`config.mk`:
```
export PLATFORM = sky130hd
export DESIGN_NAME = checksum_offload_control
export DESIGN_NICKNAME = d
export VERILOG_FILES = /design/src/hw/checksum_offload_pkg.sv /design/src/hw/frame_settings_latch.sv /design/src/hw/l3_start_finder.sv /design/src/hw/checksum_offload_control.sv
export SDC_FILE = /design/constraint.sdc
export NUM_CORES = 1
export LEC_CHECK = 0
export ABC_AREA = 1
export ABC_CLOCK_PERIOD_IN_PS = 6900
export BUFFER_PORTS_ARGS = -buffer_cell sky130_fd_sc_hd__buf_2
export CAP_MARGIN = 20
export CORE_AREA = 5 5 84 164
export DETAILED_ROUTE_END_ITERATION = 10
export DIE_AREA = 0 0 89 169
export GPL_ROUTABILITY_DRIVEN = 1
export GPL_TIMING_DRIVEN = 0
export PLACE_DENSITY = 0.84
export SLEW_MARGIN = 5
export SYNTH_ARGS = -nofsm -noshare
export SYNTH_HDL_FRONTEND = slang
export SYNTH_HIERARCHICAL = 1
export SYNTH_SLANG_ARGS = --single-unit
export TNS_END_PERCENT = 1
```
`constraint.sdc`:
```
create_clock -name clk_sys -period 6.9 [get_ports clk_sys]
set_input_delay 0 -clock clk_sys [delete_from_list [all_inputs] [get_ports clk_sys]]
set_output_delay 0 -clock clk_sys [all_outputs]
set_load 0.02 [all_outputs]
```
`src/hw/checksum_offload_pkg.sv`:
```
package checksum_offload_pkg;

    // Register map (byte addresses)
    localparam int unsigned ADDR_W             = 12;
    localparam logic [11:0] CTRL_OFFSET        = 12'h130;
    localparam logic [11:0] STATUS_OFFSET      = 12'h134;
    localparam logic [11:0] RX_FRAMES_OFFSET   = 12'h138;
    localparam logic [11:0] TX_FRAMES_OFFSET   = 12'h13C;
    localparam logic [11:0] VLAN_TAGS_OFFSET   = 12'h140;
    localparam logic [11:0] SNAP_FRAMES_OFFSET = 12'h144;

    // Control register fields
    localparam int unsigned RX_ENABLE_BIT      = 0;
    localparam int unsigned RX_START_MODE_BIT  = 1;
    localparam int unsigned TX_ENABLE_BIT      = 16;
    localparam logic        RX_ENABLE_RESET    = 1'b0;
    localparam logic        RX_START_MODE_RESET = 1'b0;
    localparam logic        TX_ENABLE_RESET    = 1'b0;

    // Status register fields
    localparam int unsigned ST_RX_IN_FRAME_BIT = 0;
    localparam int unsigned ST_TX_IN_FRAME_BIT = 1;
    localparam int unsigned ST_RX_EN_BIT       = 2;
    localparam int unsigned ST_RX_MODE_BIT     = 3;
    localparam int unsigned ST_TX_EN_BIT       = 4;
    localparam int unsigned ST_UNSAFE_BIT      = 8;
    localparam logic [15:0] COUNT_RESET        = 16'h0000;

    // Frame layout
    localparam logic [3:0]  FIXED_START_BYTES  = 4'hE;   // Type field ends before byte 14
    localparam logic [3:0]  MAC_HDR_LAST       = 4'hB;   // Last address byte, index 11
    localparam logic [3:0]  VLAN_TCI_LAST      = 4'h1;
    localparam logic [3:0]  LLC_LAST           = 4'h2;
    localparam logic [3:0]  SNAP_REST_LAST     = 4'h4;   // OUI plus protocol id
    localparam logic [15:0] TPID_CTAG          = 16'h8100;
    localparam logic [15:0] TPID_STAG          = 16'h88A8;
    localparam logic [15:0] LENGTH_LIMIT       = 16'h0600;
    localparam logic [7:0]  LLC_SNAP_SAP       = 8'hAA;
    localparam logic [7:0]  LLC_UI_CTRL        = 8'h03;

    typedef struct packed {
        logic [7:0] data;
        logic       sof;
        logic       eof;
    } beat_type;

    typedef struct packed {
        logic tx_offload_enable;
        logic rx_offload_start_mode;
        logic rx_offload_enable;
    } settings_type;

    typedef enum logic [2:0] {
        P_MAC      = 3'b000,
        P_TYPE_HI  = 3'b001,
        P_TYPE_LO  = 3'b010,
        P_VLAN_TCI = 3'b011,
        P_LLC      = 3'b100,
        P_SNAP     = 3'b101,
        P_BODY     = 3'b110
    } parse_state_type;

endpackage

```
`src/hw/frame_settings_latch.sv`:
```
`timescale 1ns/1ps
module frame_settings_latch
    import checksum_offload_pkg::*;
(
    input  wire logic         clk_sys,   // System clock
    input  wire logic         rst,       // Synchronous reset
    input  wire settings_type live,      // Settings as software last wrote them
    input  wire logic         valid,     // Beat present
    input  wire logic         sof,       // First beat of frame
    input  wire logic         eof,       // Last beat of frame
    output      settings_type effective, // Settings governing the current beat
    output      logic         in_frame   // Between first and last beat
);

    settings_type held;
    settings_type next_held;
    logic         next_in_frame;

    // First beat takes the live value, the rest of the frame the held copy
    assign effective = (valid && sof) ? live : held;

    always_comb begin
        next_held     = held;
        next_in_frame = in_frame;
        if (valid && sof) begin
            next_held     = live;
            next_in_frame = 1'b1;
        end
        if (valid && eof) begin
            next_in_frame = 1'b0;
        end
    end

    always_ff @(posedge clk_sys) begin
        if (rst) begin
            held     <= '0;
            in_frame <= 1'b0;
        end else begin
            held     <= next_held;
            in_frame <= next_in_frame;
        end
    end

endmodule // frame_settings_latch

```
`src/hw/l3_start_finder.sv`:
```
`timescale 1ns/1ps
module l3_start_finder
    import checksum_offload_pkg::*;
(
    input  wire logic     clk_sys,    // System clock
    input  wire logic     rst,        // Synchronous reset
    input  wire beat_type beat,       // Receive beat
    input  wire logic     valid,      // Beat present
    input  wire logic     start_mode, // 0 fixed offset, 1 follow headers
    output      logic     in_body,    // Current beat lies in the summed region
    output      logic     vlan_hit,   // Current beat completes a VLAN TPID
    output      logic     snap_hit    // Current beat completes a SNAP LLC
);

    parse_state_type state;
    parse_state_type next_state;
    parse_state_type cur;
    logic [3:0]      cnt;
    logic [3:0]      next_cnt;
    logic [3:0]      cur_cnt;
    logic [7:0]      type_hi;
    logic [7:0]      next_type_hi;
    logic            snap_ok;
    logic            next_snap_ok;
    logic [15:0]     type_word;

    function automatic logic [7:0] llc_byte(input logic [3:0] idx);
        return (idx == LLC_LAST) ? LLC_UI_CTRL : LLC_SNAP_SAP;
    endfunction

    // A new frame restarts the walk even if the last one lost its end marker
    assign cur       = beat.sof ? P_MAC : state;
    assign cur_cnt   = beat.sof ? 4'h0 : cnt;
    assign type_word = {type_hi, beat.data};
    assign in_body   = valid && (cur == P_BODY);

    always_comb begin
        next_state   = state;
        next_cnt     = cnt;
        next_type_hi = type_hi;
        next_snap_ok = snap_ok;
        vlan_hit     = 1'b0;
        snap_hit     = 1'b0;
        if (valid) begin
            next_state = cur;
            next_cnt   = cur_cnt + 4'h1;
            unique case (cur)
                P_MAC: if (cur_cnt == MAC_HDR_LAST) begin
                    next_state = P_TYPE_HI;
                    next_cnt   = 4'h0;
                end
                P_TYPE_HI: begin
                    next_type_hi = beat.data;
                    next_state   = P_TYPE_LO;
                end
                P_TYPE_LO: begin
                    next_cnt     = 4'h0;
                    next_snap_ok = 1'b1;
                    if (!start_mode) begin
                        next_state = P_BODY;
                    end else if (type_word == TPID_CTAG || type_word == TPID_STAG) begin
                        next_state = P_VLAN_TCI;
                        vlan_hit   = 1'b1;
                    end else if (type_word < LENGTH_LIMIT) begin
                        next_state = P_LLC;
                    end else begin
                        next_state = P_BODY;
                    end
                end
                P_VLAN_TCI: if (cur_cnt == VLAN_TCI_LAST) begin
                    next_state = P_TYPE_HI;
                    next_cnt   = 4'h0;
                end
                P_LLC: begin
                    next_snap_ok = snap_ok && (beat.data == llc_byte(cur_cnt));
                    if (cur_cnt == LLC_LAST) begin
                        next_cnt = 4'h0;
                        // Plain 802.2 frames carry L3 straight after the LLC
                        if (next_snap_ok) begin
                            next_state = P_SNAP;
                            snap_hit   = 1'b1;
                        end else begin
                            next_state = P_BODY;
                        end
                    end
                end
                P_SNAP: if (cur_cnt == SNAP_REST_LAST) begin
                    next_state = P_BODY;
                end
                P_BODY: next_cnt = cnt;
                default: next_state = P_MAC;
            endcase
            if (beat.eof) begin
                next_state = P_MAC;
                next_cnt   = 4'h0;
            end
        end
    end

    always_ff @(posedge clk_sys) begin
        if (rst) begin
            state   <= P_MAC;
            cnt     <= 4'h0;
            type_hi <= 8'h00;
            snap_ok <= 1'b0;
        end else begin
            state   <= next_state;
            cnt     <= next_cnt;
            type_hi <= next_type_hi;
            snap_ok <= next_snap_ok;
        end
    end

endmodule // l3_start_finder

```
`src/hw/checksum_offload_control.sv`:
```
// Summary of operation
// - Bit 16 enables transmit checksum insertion
// - Bit 0 enables receive checksum calculation
// - Mode 0: summing starts at byte 14
// - Mode 1: skip VLAN tags, SNAP headers
`timescale 1ns/1ps
module checksum_offload_control
    import checksum_offload_pkg::*;
(
    input  wire logic        clk_sys,          // System clock, 200 MHz
    input  wire logic        rst,              // Synchronous reset, active high
    input  wire logic [11:0] reg_addr,         // Register byte address
    input  wire logic [31:0] reg_wdata,        // Register write data
    input  wire logic        reg_write,        // Write strobe
    input  wire logic        reg_read,         // Read strobe
    output      logic [31:0] reg_rdata,        // Read data, cycle after strobe
    input  wire beat_type    rx_in,            // Receive beat from MAC
    input  wire logic        rx_in_valid,      // Receive beat present
    output      beat_type    rx_out,           // Receive beat to engine
    output      logic        rx_out_valid,     // Receive beat present
    output      logic        rx_sum_enable,    // Beat belongs to checksum region
    output      logic        rx_engine_active, // Receive engine enabled this frame
    input  wire beat_type    tx_in,            // Transmit beat from buffer
    input  wire logic        tx_in_valid,      // Transmit beat present
    output      beat_type    tx_out,           // Transmit beat to engine
    output      logic        tx_out_valid,     // Transmit beat present
    output      logic        tx_insert_enable  // Engine inserts checksum this frame
);

    settings_type cfg;
    settings_type next_cfg;
    settings_type rx_eff;
    settings_type tx_eff;
    logic         rx_in_frame;
    logic         tx_in_frame;
    logic         rx_body;
    logic         rx_vlan_hit;
    logic         rx_snap_hit;
    logic         unsafe_change;
    logic         next_unsafe_change;
    logic [15:0]  rx_frames;
    logic [15:0]  next_rx_frames;
    logic [15:0]  tx_frames;
    logic [15:0]  next_tx_frames;
    logic [15:0]  vlan_tags;
    logic [15:0]  next_vlan_tags;
    logic [15:0]  snap_frames;
    logic [15:0]  next_snap_frames;
    logic [31:0]  next_reg_rdata;
    beat_type     next_rx_out;
    logic         next_rx_out_valid;
    logic         next_rx_sum_enable;
    logic         next_rx_engine_active;
    beat_type     next_tx_out;
    logic         next_tx_out_valid;
    logic         next_tx_insert_enable;
    logic         ctrl_write;
    logic         status_write;

    function automatic logic [31:0] ctrl_image(input settings_type s);
        logic [31:0] w;
        w                    = 32'h0000_0000;
        w[TX_ENABLE_BIT]     = s.tx_offload_enable;
        w[RX_START_MODE_BIT] = s.rx_offload_start_mode;
        w[RX_ENABLE_BIT]     = s.rx_offload_enable;
        return w;
    endfunction

    function automatic settings_type ctrl_fields(input logic [31:0] w);
        settings_type s;
        s.tx_offload_enable     = w[TX_ENABLE_BIT];
        s.rx_offload_start_mode = w[RX_START_MODE_BIT];
        s.rx_offload_enable     = w[RX_ENABLE_BIT];
        return s;
    endfunction

    // Each path freezes its settings from its own first beat to its last
    frame_settings_latch rx_latch (
        .clk_sys   (clk_sys),
        .rst       (rst),
        .live      (cfg),
        .valid     (rx_in_valid),
        .sof       (rx_in.sof),
        .eof       (rx_in.eof),
        .effective (rx_eff),
        .in_frame  (rx_in_frame)
    );

    frame_settings_latch tx_latch (
        .clk_sys   (clk_sys),
        .rst       (rst),
        .live      (cfg),
        .valid     (tx_in_valid),
        .sof       (tx_in.sof),
        .eof       (tx_in.eof),
        .effective (tx_eff),
        .in_frame  (tx_in_frame)
    );

    l3_start_finder rx_finder (
        .clk_sys    (clk_sys),
        .rst        (rst),
        .beat       (rx_in),
        .valid      (rx_in_valid),
        .start_mode (rx_eff.rx_offload_start_mode),
        .in_body    (rx_body),
        .vlan_hit   (rx_vlan_hit),
        .snap_hit   (rx_snap_hit)
    );

    assign ctrl_write   = reg_write && (reg_addr == CTRL_OFFSET);
    assign status_write = reg_write && (reg_addr == STATUS_OFFSET);

    // Control register and the check on software's change discipline
    always_comb begin
        next_cfg           = cfg;
        next_unsafe_change = unsafe_change;
        if (status_write && reg_wdata[ST_UNSAFE_BIT]) begin
            next_unsafe_change = 1'b0;
        end
        if (ctrl_write) begin
            next_cfg = ctrl_fields(reg_wdata);
            // The new value still waits for the next frame; the flag only
            // tells software it broke the idle-path precondition
            if ((rx_in_frame && (next_cfg.rx_offload_enable != cfg.rx_offload_enable ||
                 next_cfg.rx_offload_start_mode != cfg.rx_offload_start_mode)) ||
                (tx_in_frame && next_cfg.tx_offload_enable != cfg.tx_offload_enable)) begin
                next_unsafe_change = 1'b1;
            end
        end
    end

    always_ff @(posedge clk_sys) begin
        if (rst) begin
            cfg.tx_offload_enable     <= TX_ENABLE_RESET;
            cfg.rx_offload_start_mode <= RX_START_MODE_RESET;
            cfg.rx_offload_enable     <= RX_ENABLE_RESET;
            unsafe_change             <= 1'b0;
        end else begin
            cfg           <= next_cfg;
            unsafe_change <= next_unsafe_change;
        end
    end

    // Frame paths: one register stage, data never altered here
    always_comb begin
        next_rx_out           = rx_in;
        next_rx_out_valid     = rx_in_valid;
        next_rx_sum_enable    = rx_in_valid && rx_eff.rx_offload_enable && rx_body;
        next_rx_engine_active = rx_in_valid ? rx_eff.rx_offload_enable : rx_engine_active;
        next_tx_out           = tx_in;
        next_tx_out_valid     = tx_in_valid;
        next_tx_insert_enable = tx_in_valid ? tx_eff.tx_offload_enable : 1'b0;
    end

    always_ff @(posedge clk_sys) begin
        if (rst) begin
            rx_out           <= '0;
            rx_out_valid     <= 1'b0;
            rx_sum_enable    <= 1'b0;
            rx_engine_active <= 1'b0;
            tx_out           <= '0;
            tx_out_valid     <= 1'b0;
            tx_insert_enable <= 1'b0;
        end else begin
            rx_out           <= next_rx_out;
            rx_out_valid     <= next_rx_out_valid;
            rx_sum_enable    <= next_rx_sum_enable;
            rx_engine_active <= next_rx_engine_active;
            tx_out           <= next_tx_out;
            tx_out_valid     <= next_tx_out_valid;
            tx_insert_enable <= next_tx_insert_enable;
        end
    end

    // Activity counters, wrapping; only frames the engines actually handle
    always_comb begin
        next_rx_frames   = rx_frames;
        next_tx_frames   = tx_frames;
        next_vlan_tags   = vlan_tags;
        next_snap_frames = snap_frames;
        if (rx_in_valid && rx_in.sof && rx_eff.rx_offload_enable) begin
            next_rx_frames = rx_frames + 16'h0001;
        end
        if (tx_in_valid && tx_in.sof && tx_eff.tx_offload_enable) begin
            next_tx_frames = tx_frames + 16'h0001;
        end
        if (rx_vlan_hit && rx_eff.rx_offload_enable) begin
            next_vlan_tags = vlan_tags + 16'h0001;
        end
        if (rx_snap_hit && rx_eff.rx_offload_enable) begin
            next_snap_frames = snap_frames + 16'h0001;
        end
    end

    always_ff @(posedge clk_sys) begin
        if (rst) begin
            rx_frames   <= COUNT_RESET;
            tx_frames   <= COUNT_RESET;
            vlan_tags   <= COUNT_RESET;
            snap_frames <= COUNT_RESET;
        end else begin
            rx_frames   <= next_rx_frames;
            tx_frames   <= next_tx_frames;
            vlan_tags   <= next_vlan_tags;
            snap_frames <= next_snap_frames;
        end
    end

    // Read data stands only in the cycle after the strobe, zero otherwise
    always_comb begin
        next_reg_rdata = 32'h0000_0000;
        if (reg_read) begin
            unique case (reg_addr)
                CTRL_OFFSET: next_reg_rdata = ctrl_image(cfg);
                STATUS_OFFSET: begin
                    next_reg_rdata[ST_RX_IN_FRAME_BIT] = rx_in_frame;
                    next_reg_rdata[ST_TX_IN_FRAME_BIT] = tx_in_frame;
                    next_reg_rdata[ST_RX_EN_BIT]       = rx_eff.rx_offload_enable;
                    next_reg_rdata[ST_RX_MODE_BIT]     = rx_eff.rx_offload_start_mode;
                    next_reg_rdata[ST_TX_EN_BIT]       = tx_eff.tx_offload_enable;
                    next_reg_rdata[ST_UNSAFE_BIT]      = unsafe_change;
                end
                RX_FRAMES_OFFSET:   next_reg_rdata = {16'h0000, rx_frames};
                TX_FRAMES_OFFSET:   next_reg_rdata = {16'h0000, tx_frames};
                VLAN_TAGS_OFFSET:   next_reg_rdata = {16'h0000, vlan_tags};
                SNAP_FRAMES_OFFSET: next_reg_rdata = {16'h0000, snap_frames};
                default:            next_reg_rdata = 32'h0000_0000;
            endcase
        end
    end

    always_ff @(posedge clk_sys) begin
        if (rst) begin
            reg_rdata <= 32'h0000_0000;
        end else begin
            reg_rdata <= next_reg_rdata;
        end
    end

endmodule // checksum_offload_control

```
=== Yosys cells after proc, flatten, opt, wreduce, memory -nomap -nowiden ===
Index checks and enable logic that the tools add are counted.

* Add/sub/neg operators: 5
* Magnitude comparators: 1
* Equal/unequal tests: 23
* Multiplexer cells: 36
* Bitwise operators: 2
* Reduce and logical (&&, ||, !) cells: 29

{| class="wikitable"
|+ Operators with widths
! kind !! count
|-
| $eq A12 B9 Y1 const B || 6
|-
| $add A16 B1 Y16 const B || 4
|-
| $pmux W8 S5 || 1
|-
| $eq A16 B16 Y1 const B || 2
|-
| $pmux W5 S6 || 1
|-
| $mux W3 || 9
|-
| $pmux W3 S7 || 1
|-
| $mux W4 || 5
|-
| $pmux W4 S5 || 1
|-
| $logic_and A1 B1 Y1 || 17
|-
| $lt A16 B11 Y1 const B || 1
|-
| $pmux W3 S4 || 1
|-
| $mux W1 || 11
|-
| $eq A3 B3 Y1 const B || 3
|-
| $eq A8 B8 Y1 || 1
|-
| $mux W8 || 1
|-
| $reduce_or A2 Y1 || 4
|-
| $eq A3 B2 Y1 const B || 2
|-
| $mux W2 || 3
|-
| $reduce_and A2 Y1 || 3
|-
| $pmux W1 S5 || 1
|-
| $add A4 B1 Y4 const B || 1
|-
| $eq A4 B1 Y1 const B || 1
|-
| $eq A4 B2 Y1 const B || 1
|-
| other kinds (10) || 15
|}

* Bits in registers: 148
* Input bits: 70
* Logic and storage cells: 127

=== Depth between registers and ports, before layout ===
Gate-level depths: netlist (run 1).

* Depth after elaboration: 10
* Mapped depth: 18
* Depth with buffers taken out: 18

=== Modules after synthesis ===
Netlist (run 1), hierarchy kept.

{| class="wikitable"
|+ Modules (own cells, without submodules)
! module !! instances !! cells each !! area each (um2)
|-
| checksum_offload_control || 1 || 748 || 5,071.1
|-
| l3_start_finder || 1 || 185 || 1,186.1
|-
| frame_settings_latch || 2 || 31 || 188.9
|}

=== Worst setup path before layout (run 1) ===
Ideal clock, no wire load.

* Kind: register to register
* From: reg rx_finder.cnt[0]
* To: reg snap_frames[15]
* Library setup time: 113 ps
* Data arrival time: 2,178 ps
* Data required time: 6,787 ps
* Setup slack: 4,609 ps
* Cell stages (with the launch flop): 19
* Path buffers: 0
* Cells stage by stage: dfxtp_1 inv_1 nor2_1 inv_1 ha_1 nand3_4 nand2_1 nand2_1 nand3_2 nor4_1 nand2_2 nor2_2 nand2_1 nor2_2 nand2_1 nor2_1 nand2_1 nand2_1 nor2_1

* Cells in the longest elaborated chain, start to end: 10

{| class="wikitable"
|+ Ends and longest elaborated chain
! element !! RTL line !! source
|-
| from (decl) || l3_start_finder.sv:18 || <nowiki>logic [3:0] cnt;</nowiki>
|-
| from (signal assigned) || l3_start_finder.sv:108 || <nowiki>cnt <= next_cnt;</nowiki>
|-
| $mux W4 (*) || l3_start_finder.sv:33 || <nowiki>assign cur_cnt = beat.sof ? 4'h0 : cnt;</nowiki>
|-
| $eq A4 B2 Y1 (*) || l3_start_finder.sv:28, l3_start_finder.sv:76 ||
|-
| $mux W8 || l3_start_finder.sv:28 || <nowiki>return (idx == LLC_LAST) ? LLC_UI_CTRL : LLC_SNAP_SAP;</nowiki>
|-
| $eq A8 B8 Y1 || l3_start_finder.sv:75 || <nowiki>next_snap_ok = snap_ok && (beat.data == llc_byte(cur_cnt));</nowiki>
|-
| $logic_and A1 B1 Y1 || l3_start_finder.sv:75 ||
|-
| $mux W1 || l3_start_finder.sv:79 || <nowiki>if (next_snap_ok) begin</nowiki>
|-
| $mux W1 (*) || l3_start_finder.sv:76 || <nowiki>if (cur_cnt == LLC_LAST) begin</nowiki>
|-
| $mux W1 (*) || l3_start_finder.sv:47 || <nowiki>unique case (cur)</nowiki>
|-
| $mux W1 (*) || l3_start_finder.sv:44 || <nowiki>if (valid) begin</nowiki>
|-
| named net rx_snap_hit || checksum_offload_control.sv:38 || <nowiki>logic rx_snap_hit;</nowiki>
|-
| $logic_and A1 B1 Y1 (*) || checksum_offload_control.sv:191 || <nowiki>if (rx_snap_hit && rx_eff.rx_offload_enable) begin</nowiki>
|-
| to (signal assigned) || checksum_offload_control.sv:206 || <nowiki>snap_frames <= next_snap_frames;</nowiki>
|-
| to (decl) || checksum_offload_control.sv:47 || <nowiki>logic [15:0] snap_frames;</nowiki>
|}

Mark *: on every way through the listed nets, which the timed path passes. The rest lies on a longest branch.
A chain may end at the register's enable or synchronous reset.

=== Worst setup path in the final report (run 1) ===
Same ends and word-level chain as after synthesis.

==> results of run 1 <==
==> power groups by stage <==
stage	Clock, mW	Combinational [mW]	Sequential, mW
finish	0.942	0.121	0.771
detailed placement	0	0.105	0.787
CTS	0.950	0.118	0.771
global placement	0	0.103	0.787
global route	0.990	0.133	0.772
floorplan	0	0.0560	0.796
==> routing by layer <==
metal,part of all wire (%),vias to the layer above,wire [µm]
met2,49,270,8750
li1,-,3331,-
met3,7.1,55,1270
met4,4.1,0,723
met1,40,3010,7090
met5,0,-,0
==> sequential cells by signal (all words and copies together) (netlist names), 4 cells and up <==
register,count
rx_finder/cnt,4
vlan_tags,16
reg_rdata,17
rx_frames,16
snap_frames,16
rx_finder/type_hi,8
rx_out,10
tx_frames,16
tx_out,10
==> final cells by class <==
| cell class | instances | area [µm²] | share of cell area (%) |
|---|---|---|---|
| Clock inverter | 8 | 123 | 1.52 |
| Timing Repair Buffer | 113 | 716 | 8.87 |
| Sequential cell | 131 | 2620 | 32.5 |
| Tap cell | 150 | 188 | 2.32 |
| Buffer | 35 | 208 | 2.57 |
| Inverter | 159 | 599 | 7.42 |
| Clock buffer | 24 | 502 | 6.22 |
| Multi-Input combinational cell | 660 | 3120 | 38.6 |
==> stage by stage <==
step                      power (mW)  cell area, µm²  hold slack, ns  cells
after floorplan                0.852            6550          0.0724    985
after global placement         0.890            7150           0.201   1218
after detailed placement       0.892            7150           0.213   1218
after CTS                       1.84            8070           0.207   1280
after global routing            1.89            8070           0.297   1280
final                           1.83            8070           0.223   1280
==> repair_timing <==
action,in CTS,in global routing
endpoints found under the setup margin,0,0
hold buffers,30,0
endpoints found under the hold margin,44,0
==> worst min-delay path, cell delays in order <==
cell and delay, ns:
buf_2 0.09, nor2_1 0.04, nand2_1 0.07, nor2_2 0.09, nand3_1 0.17, nor2_1 0.07
nor2_1 0.08
==> worst paths after layout <==
kind,cells past startpoint,endpoint,from
hold reg to reg,2,rx_finder/type_hi[5],rx_finder/type_hi[5]
setup / recovery,18,snap_frames[15],rx_finder/cnt[0]
hold / removal,7,cfg[1],reg_addr[6]
setup reg to reg,18,snap_frames[15],rx_finder/cnt[0]
==> cell usage in the layout (no fill, tap or decap), drive strengths merged, types with 4 or more instances in the layout <==
cell type	instances
a211oi	5
conb	15
a21oi	70
xnor2	4
clkbuf	32
dlygate4sd3	30
nand2	198
o21ai	73
ha	8
nand3	83
nor2	163
nor3	18
nand4	8
dfxtp	131
inv	159
buf	110
==> reports/metrics.cfg, run 1 <==
[status]
status = finished, final reports clean

[setup_path]
path_delay_family = simple AND/OR/NAND/NOR gates
crit_top_cell = nand2_1
cpPeakStageDelay_ns = 0.37
crit_type = flip-flop to flip-flop
r2r_setup_slack_ns = 4.07
cp-start-kind = flip-flop
crit_required_ns = 7.21
critPathCaptureType = flip-flop
crit_buf_inv = 2
crit_chain = inv_1, nor2_1, inv_1, ha_1, nand3_4, nand2_1, nand2_1, nand3_2, nor4_1, nand2_2, nor2_2, nand2_1, nor2_2, nand2_1, nor2_1, nand2_1, nand2_1, nor2_1
cp.arrival_ns = 3.14
slowest_stage = nor4_1
path_max_fanout = 6

[power_and_ir_drop]
power_frac_seq_pct = 42.0
leakage_nw = 3.73
power_density_mw_per_mm2 = 227
ir_drop_mv = 0.178
clkPwrFrac_pct = 51.3
pwr-share-comb_pct = 6.6
internal-power_mw = 1.43
power.switching_mw = 0.407
p_sw_share_pct = 22.2

[global_route]
grt_pass1_wl_um = 29000
antenna_found_initial = 0
grt-ovfl-total = 0
grt_util_met1_pct = 28.9
grt_usage_pct = 24.5
use_met2_pct = 40.9
busiest_layer = met2
met3_usage_pct = 5.36
grt_pass1_vias = 6355
grt_start_max_net_pins = 17

[detailed_routing]
avgViaCountPerCell = 5.21
drt_iter0_markers = 693
drc = 0
wl_um = 17800
num_vias = 6666
drtPass1Iterations = 5
wire_per_inst_um = 13.9
ant_nets = 0

[yosys]
synth_area_per_cell_um2 = 6.69
yosysWarningCount = 6
synthesis.instances = 971
syn_area_mm2 = 0.00649

[placed_design]
dp_hpwl_um = 12500
place.gp.congestion = 0.937
pre_cts_slack_ns = 4.08
port_buffers = 83

[timing]
rsz0062_at_grt = false
period_needed_ns = 2.83
clock_skew_ns = 0.00733
setup-tns-final_ns = 0
setup_slack_ns = 4.07
max_freq_mhz = 353
drv_slew = 0
slew-limit-headroom_pct = 53.3
fin_crit_sh_pct = 41.1
finalSetupViolations = 0
hold_violations = 0
tightest_slew_ns = 0.700

[die]
die_area_mm2 = 0.0150
die_width_um = 89
std_cell_rows = 58
core-area_mm2 = 0.0124
io_pins = 127
die_h_um = 169
start_util_pct = 52.3

[clock_tree]
cts_tree = done
post-cts-setup-buffer-count = 0
cts.sinks = 131
htreeDepth = 4
cts-root-buf = clkbuf_16
cts_resized = 0
clkLatencyLatePin_ns = 0.42
cts_made_buffers = 17
clkSlewWorstSetupHoldPaths_ns = 0.05
cts_buffer_depth = 2

[layout]
area_growth_pct = 24.3
final_core_util_pct = 65.1
antenna_cells = 0
fill_cells = 1002
nets = 1195
drive_above_1_share_pct = 16.4

[hold_path]
hp-class = input pin to flip-flop

[flow_run]
drv_cap = 0

Power figures use the tool's default switching activity.
==> run 2: changes to the inputs <==
ABC_AREA = 0   (was 1)
ABC_CLOCK_PERIOD_IN_PS = 2520   (was 6900)
CORE_AREA = 5 5 87 170   (was 5 5 84 164)
DIE_AREA = 0 0 92 175   (was 0 0 89 169)
PLACE_DENSITY = 0.81   (was 0.84)
clock period = 2.52 ns   (was 6.9 ns; I/O delays follow)
==> run 2 against run 1 <==
  * The run now ends with negative setup slack left
  * Synthesized area down 1.1%
  * Critical path depth decreased by 9
  * Clock power rose to 2.8 times the previous value
  * Synthesized cell count decreased by 26%
  * Via count decreased by 7.4%
  * Maximum frequency fell by 2.6%
  * First-iteration DRC count decreased by 33%
  * Highest routed layer unchanged
==> reports/metrics.cfg, run 2 <==
[timing]
fin_crit_sh_pct = 116
setup_slack_ns = -0.391
rsz0062_at_grt = true
hold_violations = 0
clock_skew_ns = 0.00895
slew-limit-headroom_pct = 52.2
max_freq_mhz = 344
period_needed_ns = 2.91
finalSetupViolations = 9
tightest_slew_ns = 0.717
drv_slew = 0
setup-tns-final_ns = -2.32

[detailed_routing]
drtPass1Iterations = 5
wire_per_inst_um = 18.6
num_vias = 6171
ant_nets = 0
drt_iter0_markers = 464
wl_um = 19400
avgViaCountPerCell = 5.91
drc = 0

[clock_tree]
cts_buffer_depth = 2
clkLatencyLatePin_ns = 0.43
cts_tree = done
clkSlewWorstSetupHoldPaths_ns = 0.06
cts.sinks = 131
cts_made_buffers = 17
cts-root-buf = clkbuf_16
htreeDepth = 4

[power_and_ir_drop]
leakage_nw = 3.33
fin_total_pwr_mw = 5.10
power_density_mw_per_mm2 = 612
ir_drop_mv = 0.486

[flow_run]
drv_cap = 0

[layout]
largest_register_ffs = 17
area_growth_pct = 29.8
drive_above_1_share_pct = 24.0
final_common_cell = dfxtp_1
nets = 954
antenna_cells = 0
final_cell_mix = 128 x dfxtp_1, 86 x buf_2, 69 x nor2_1
top_register = reg_rdata

[placed_design]
dp_hpwl_um = 13200
pre_cts_slack_ns = -0.804
port_buffers = 82
place.gp.congestion = 0.932

[setup_path]
path_max_fanout = 6
crit_required_ns = 2.83
cp.arrival_ns = 3.22
critPathCaptureType = flip-flop
worst-r2r-cell-count = 9
r2r_setup_slack_ns = -0.39
rr_endpoint = vlan_tags[15]
crit_start = rx_latch/held[1]
r2r-start = rx_latch/held[1]
cp-start-kind = flip-flop
crit_type = flip-flop to flip-flop

[yosys]
yosysWarningCount = 6
syn_area_mm2 = 0.00642
synth_area_per_cell_um2 = 9.00
synthesis.instances = 714

[die]
die_width_um = 92
die_h_um = 175
io_pins = 127
std_cell_rows = 60
start_util_pct = 48.1
core-area_mm2 = 0.0134
die_area_mm2 = 0.0161

[global_route]
grt_usage_pct = 24.3
grt_start_max_net_pins = 17
antenna_found_initial = 0
grt_pass1_vias = 6265
grt-ovfl-total = 0
grt_pass1_wl_um = 30700

[hold_path]
hold_depth = 4
hold_start = rx_in_valid
hp-class = input pin to flip-flop
hold_end = rx_frames[2]

[status]
status = finished, violations left
violations = negative setup slack

-- run 2: cell count changes in the layout (fill, tap and decap cells not counted), sizes merged, moves of 18 or more --
cell,before,now
xor2,2,20
o21ai,73,23
mux2i,0,36
nor2b,0,31
nand3,83,29
nor2,163,69
inv,159,17
nand2,198,40
or3,0,18
a21oi,70,37
xnor2,4,22
-- run 2: timing repair --
action | CTS | global route
endpoints found under the hold margin | 45 | 0
hold buffers | 34 | 0
buffers inserted | 11 | 3
pin swaps | 12 | 9
resized for setup | 16 | 11
setup endpoints to repair | 19 | 17
-- run 2: where the power goes --
group	internal (mW)	total, mW	switching (mW)
clock	1.71	2.67	0.956
sequential	2.09	2.10	0.00797
combinational	0.140	0.338	0.199
total	3.94	5.10	1.16
-- run 2: worst max-delay path by stage --
stage / endpoint / slack (ns) / cells after the start
finish: vlan_tags[15] / -0.39 / 9
global route: vlan_tags[15] / -0.48 / 9
CTS: vlan_tags[15] / -0.32 / 9
detailed placement: snap_frames[14] / -0.80 / 13
global placement: snap_frames[15] / -0.75 / 13
floorplan: vlan_tags[15] / -0.13 / 10
-- run 2: final cells by class --
class	count	area, µm²
Fill cell	1091	5030
Sequential cell	131	2630
Inverter	16	65.1
Timing Repair Buffer	130	858
Buffer	52	334
Clock inverter	12	179
Clock buffer	20	457
Tap cell	155	194
Multi-Input combinational cell	528	3620
-- run 2: worst max-delay path, stage by stage (launching register included) --
cell     delay, ns
dfxtp_1       0.30
a21bo_1       0.22
nand2_2       0.09
nor4b_4       0.21
nand4_1       0.23
nor4_4        0.43
and4_4        0.30
or4b_4        0.51
nor3_4        0.18
mux2_4        0.31
-- run 2: stage by stage --
| stage | cells | hold slack (ns) | instance area [µm²] | utilization [%] |
|---|---|---|---|---|
| after floorplan | 728 | 0.0691 | 6530 | - |
| after global placement | 965 | 0.206 | 7140 | 53.4 |
| after detailed placement | 965 | 0.213 | 7140 | 53.4 |
| after CTS | 1041 | 0.00789 | 8260 | 61.8 |
| after global routing | 1044 | 0.0424 | 8340 | 62.4 |
| final | 1044 | 0.0243 | 8340 | 62.4 |
-- run 2: metal layers --
layer	wire length (µm)	part of all wire [%]	track usage (%)
met2	10500	54	44.5
met5	0	0	0
met1	6480	33	22.9
met4	1380	7.1	18.2
met3	1110	5.7	5.56
==> run 3: changes to the inputs <==
CORE_AREA = 5 5 86 167   (was 5 5 87 170)
DIE_AREA = 0 0 91 172   (was 0 0 92 175)
PLACE_DENSITY = 0.77   (was 0.81)
SYNTH_HIERARCHICAL = not set   (was 1)
==> run 3 against run 2 <==
  * The run now ends clean
  * Maximum frequency up 20%
  * Largest power group unchanged
  * Worst hold slack better by 0.020 ns
  * Synthesized cell count up 0.98%
  * Die area down 2.8%
  * Highest routed layer unchanged
  * Critical path depth down 3
  * Final area down 6.2%
  * Sequential power about the same
  * Clock power down 7.9%
  * Sequential share of layout area up 2.0 points
  * Via count down 3.0%
==> reports/metrics.cfg, run 3 <==
[clock_tree]
post-cts-setup-buffer-count = 0
clkSlewWorstSetupHoldPaths_ns = 0.06
cts_buffer_depth = 2
cts_tree = done
cts-root-buf = clkbuf_16
htreeDepth = 4
cts_made_buffers = 17
cts.sinks = 131
clkLatencyLatePin_ns = 0.43

[die]
die_h_um = 172
die_area_mm2 = 0.0157
start_util_pct = 48.6
die_width_um = 91
std_cell_rows = 59
io_pins = 127
core-area_mm2 = 0.0129

[placed_design]
place_inst = 969
placed_area_mm2 = 0.00693
dp_hpwl_um = 13600
pre_cts_slack_ns = -0.212
place.gp.congestion = 0.936
port_buffers = 82

[layout]
area_growth_pct = 24.6
nets = 944
final_core_util_pct = 60.6
top_register = reg_rdata
final_common_cell = dfxtp_1
finalInstanceArea_mm2 = 0.00782
finalNonFillerCells = 1031
regArea_mm2 = 0.00262
largest_register_ffs = 17
drive_above_1_share_pct = 18.1
final_cell_mix = 131 x dfxtp_1, 86 x nor2_1, 85 x buf_2
antenna_cells = 0
fill_cells = 1110
multi_input_area_mm2 = 0.00339

[yosys]
synthesis.instances = 721
ys_ff_latch = 131
syn_area_mm2 = 0.00628
seq_area_frac_synth_pct = 41.8
synth_ff_type = dfxtp_1
synth_commonest_cells = 131 x dfxtp_1, 86 x nor2_1, 50 x nand2_1
yosys.cell_count.top_type = dfxtp_1
synth-edff-count = 0
synth_top_area_share_pct = 41.8
synth_top_area_cell = dfxtp_1
synth.distinct_cells = 69
async_flop_share_pct = 0
synth_area_per_cell_um2 = 8.71
yosysWarningCount = 0
synth.area.top_cells = dfxtp_1 42%, nor2_1 5.1%, a21oi_1 3.7%, mux2i_1 3.7%, xnor2_1 3.1%

[setup_path]
r2r-start = rx_finder.state[1]
path_delay_family = simple AND/OR/NAND/NOR gates
crit_type = flip-flop to flip-flop
slowest_stage = or4_1
path_max_fanout = 9
cp.arrival_ns = 2.78
crit_buf_inv = 1
crit_chain = nor4b_4, nand3_4, or4_1, buf_2, or4_1, a21oi_1
crit_top_cell = or4_1
cpPeakStageDelay_ns = 0.50
cp-start-kind = flip-flop
critPathCaptureType = flip-flop
crit_start = rx_finder.state[1]
crit_required_ns = 2.87

[timing]
clock_skew_ns = 0.00680
rsz0062_at_grt = false
finalSetupViolations = 0
max_freq_mhz = 413
setup_slack_ns = 0.0978
hold_violations = 0
tightest_slew_ns = 0.772
setup-tns-final_ns = 0
drv_slew = 0
fin_crit_sh_pct = 96.1
period_needed_ns = 2.42
whs_ns = 0.0447
slew-limit-headroom_pct = 48.5

[detailed_routing]
avgViaCountPerCell = 5.81
ant_nets = 0
wire_per_inst_um = 17.9
wl_um = 18500
drc = 0
drtPass1Iterations = 5
num_vias = 5985
drt_iter0_markers = 413

[power_and_ir_drop]
power_density_mw_per_mm2 = 621
leakage_nw = 2.97
ir_drop_mv = 0.529
fin_total_pwr_mw = 4.86

[global_route]
grt_pass1_wl_um = 29300
grt-ovfl-total = 0
grt_pass1_vias = 5847
grt_usage_pct = 23.7
grt_start_max_net_pins = 17
antenna_found_initial = 0

[flow_run]
drv_cap = 0

[status]
status = finished, final reports clean

[hold_path]
hold_start = reg_addr[4]
hp-class = input pin to flip-flop

-- run 3: logic make-up (layout without fill, tap and decap cells) --
family | after synthesis | in the layout | share of synthesized area (%)
compound gates | 136 | 136 | 13.7
xor+xnor | 38 | 38 | 5.30
fa+ha+maj | 8 | 8 | 1.59
buf+inv | 67 | 211 | 5.20
flops | 131 | 131 | 41.8
mux | 32 | 32 | 5.28
other cells | 1 | 15 | 0.0597
simple gates | 308 | 308 | 27.1
-- run 3: final timing paths --
| kind | to | slack (ns) | depth (start not counted) |
|---|---|---|---|
| max reg2reg | snap_frames[9] | 0.1 | 6 |
| max | snap_frames[9] | 0.1 | 6 |
| min reg2reg | rx_engine_active | 0.47 | 2 |
| min | reg_rdata[8] | 0.04 | 4 |
-- run 3: worst register-to-register path, cell delays in order (launching register included) --
cell and delay, ns:
dfxtp_1 0.39, nor4b_4 0.45, nand3_4 0.20, or4_1 0.48, buf_2 0.18, or4_1 0.50
a21oi_1 0.14
-- run 3: final cells by class --
class	count	share of cell area [%]
buffer	51	3.42
clock buffer	18	5.49
clock inverter	14	1.97
inverter	16	0.768
multi-input combinational	537	43.4
sequential	131	33.5
tap	152	2.43
timing repair buffer	112	9.02
-- run 3: per-layer routing --
| metal | routed length, µm | global-route usage [%] |
|---|---|---|
| met5 | 0 | 0 |
| met4 | 1480 | 19.1 |
| met3 | 1080 | 4.48 |
| met2 | 9560 | 42.9 |
| met1 | 6360 | 22.9 |
-- run 3: power breakdown --
| part | internal, mW | switching [mW] | total [mW] |
|---|---|---|---|
| combinational | 0.118 | 0.183 | 0.301 |
| clock | 1.47 | 0.994 | 2.46 |
| sequential | 2.09 | 0.00724 | 2.10 |
| total | 3.68 | 1.18 | 4.86 |
-- run 3: what timing repair did --
action,4_1_cts,5_1_grt
hold endpoints to repair,41,0
gates resized for setup,0,5
hold buffers,29,0
endpoints found under the setup margin,0,5
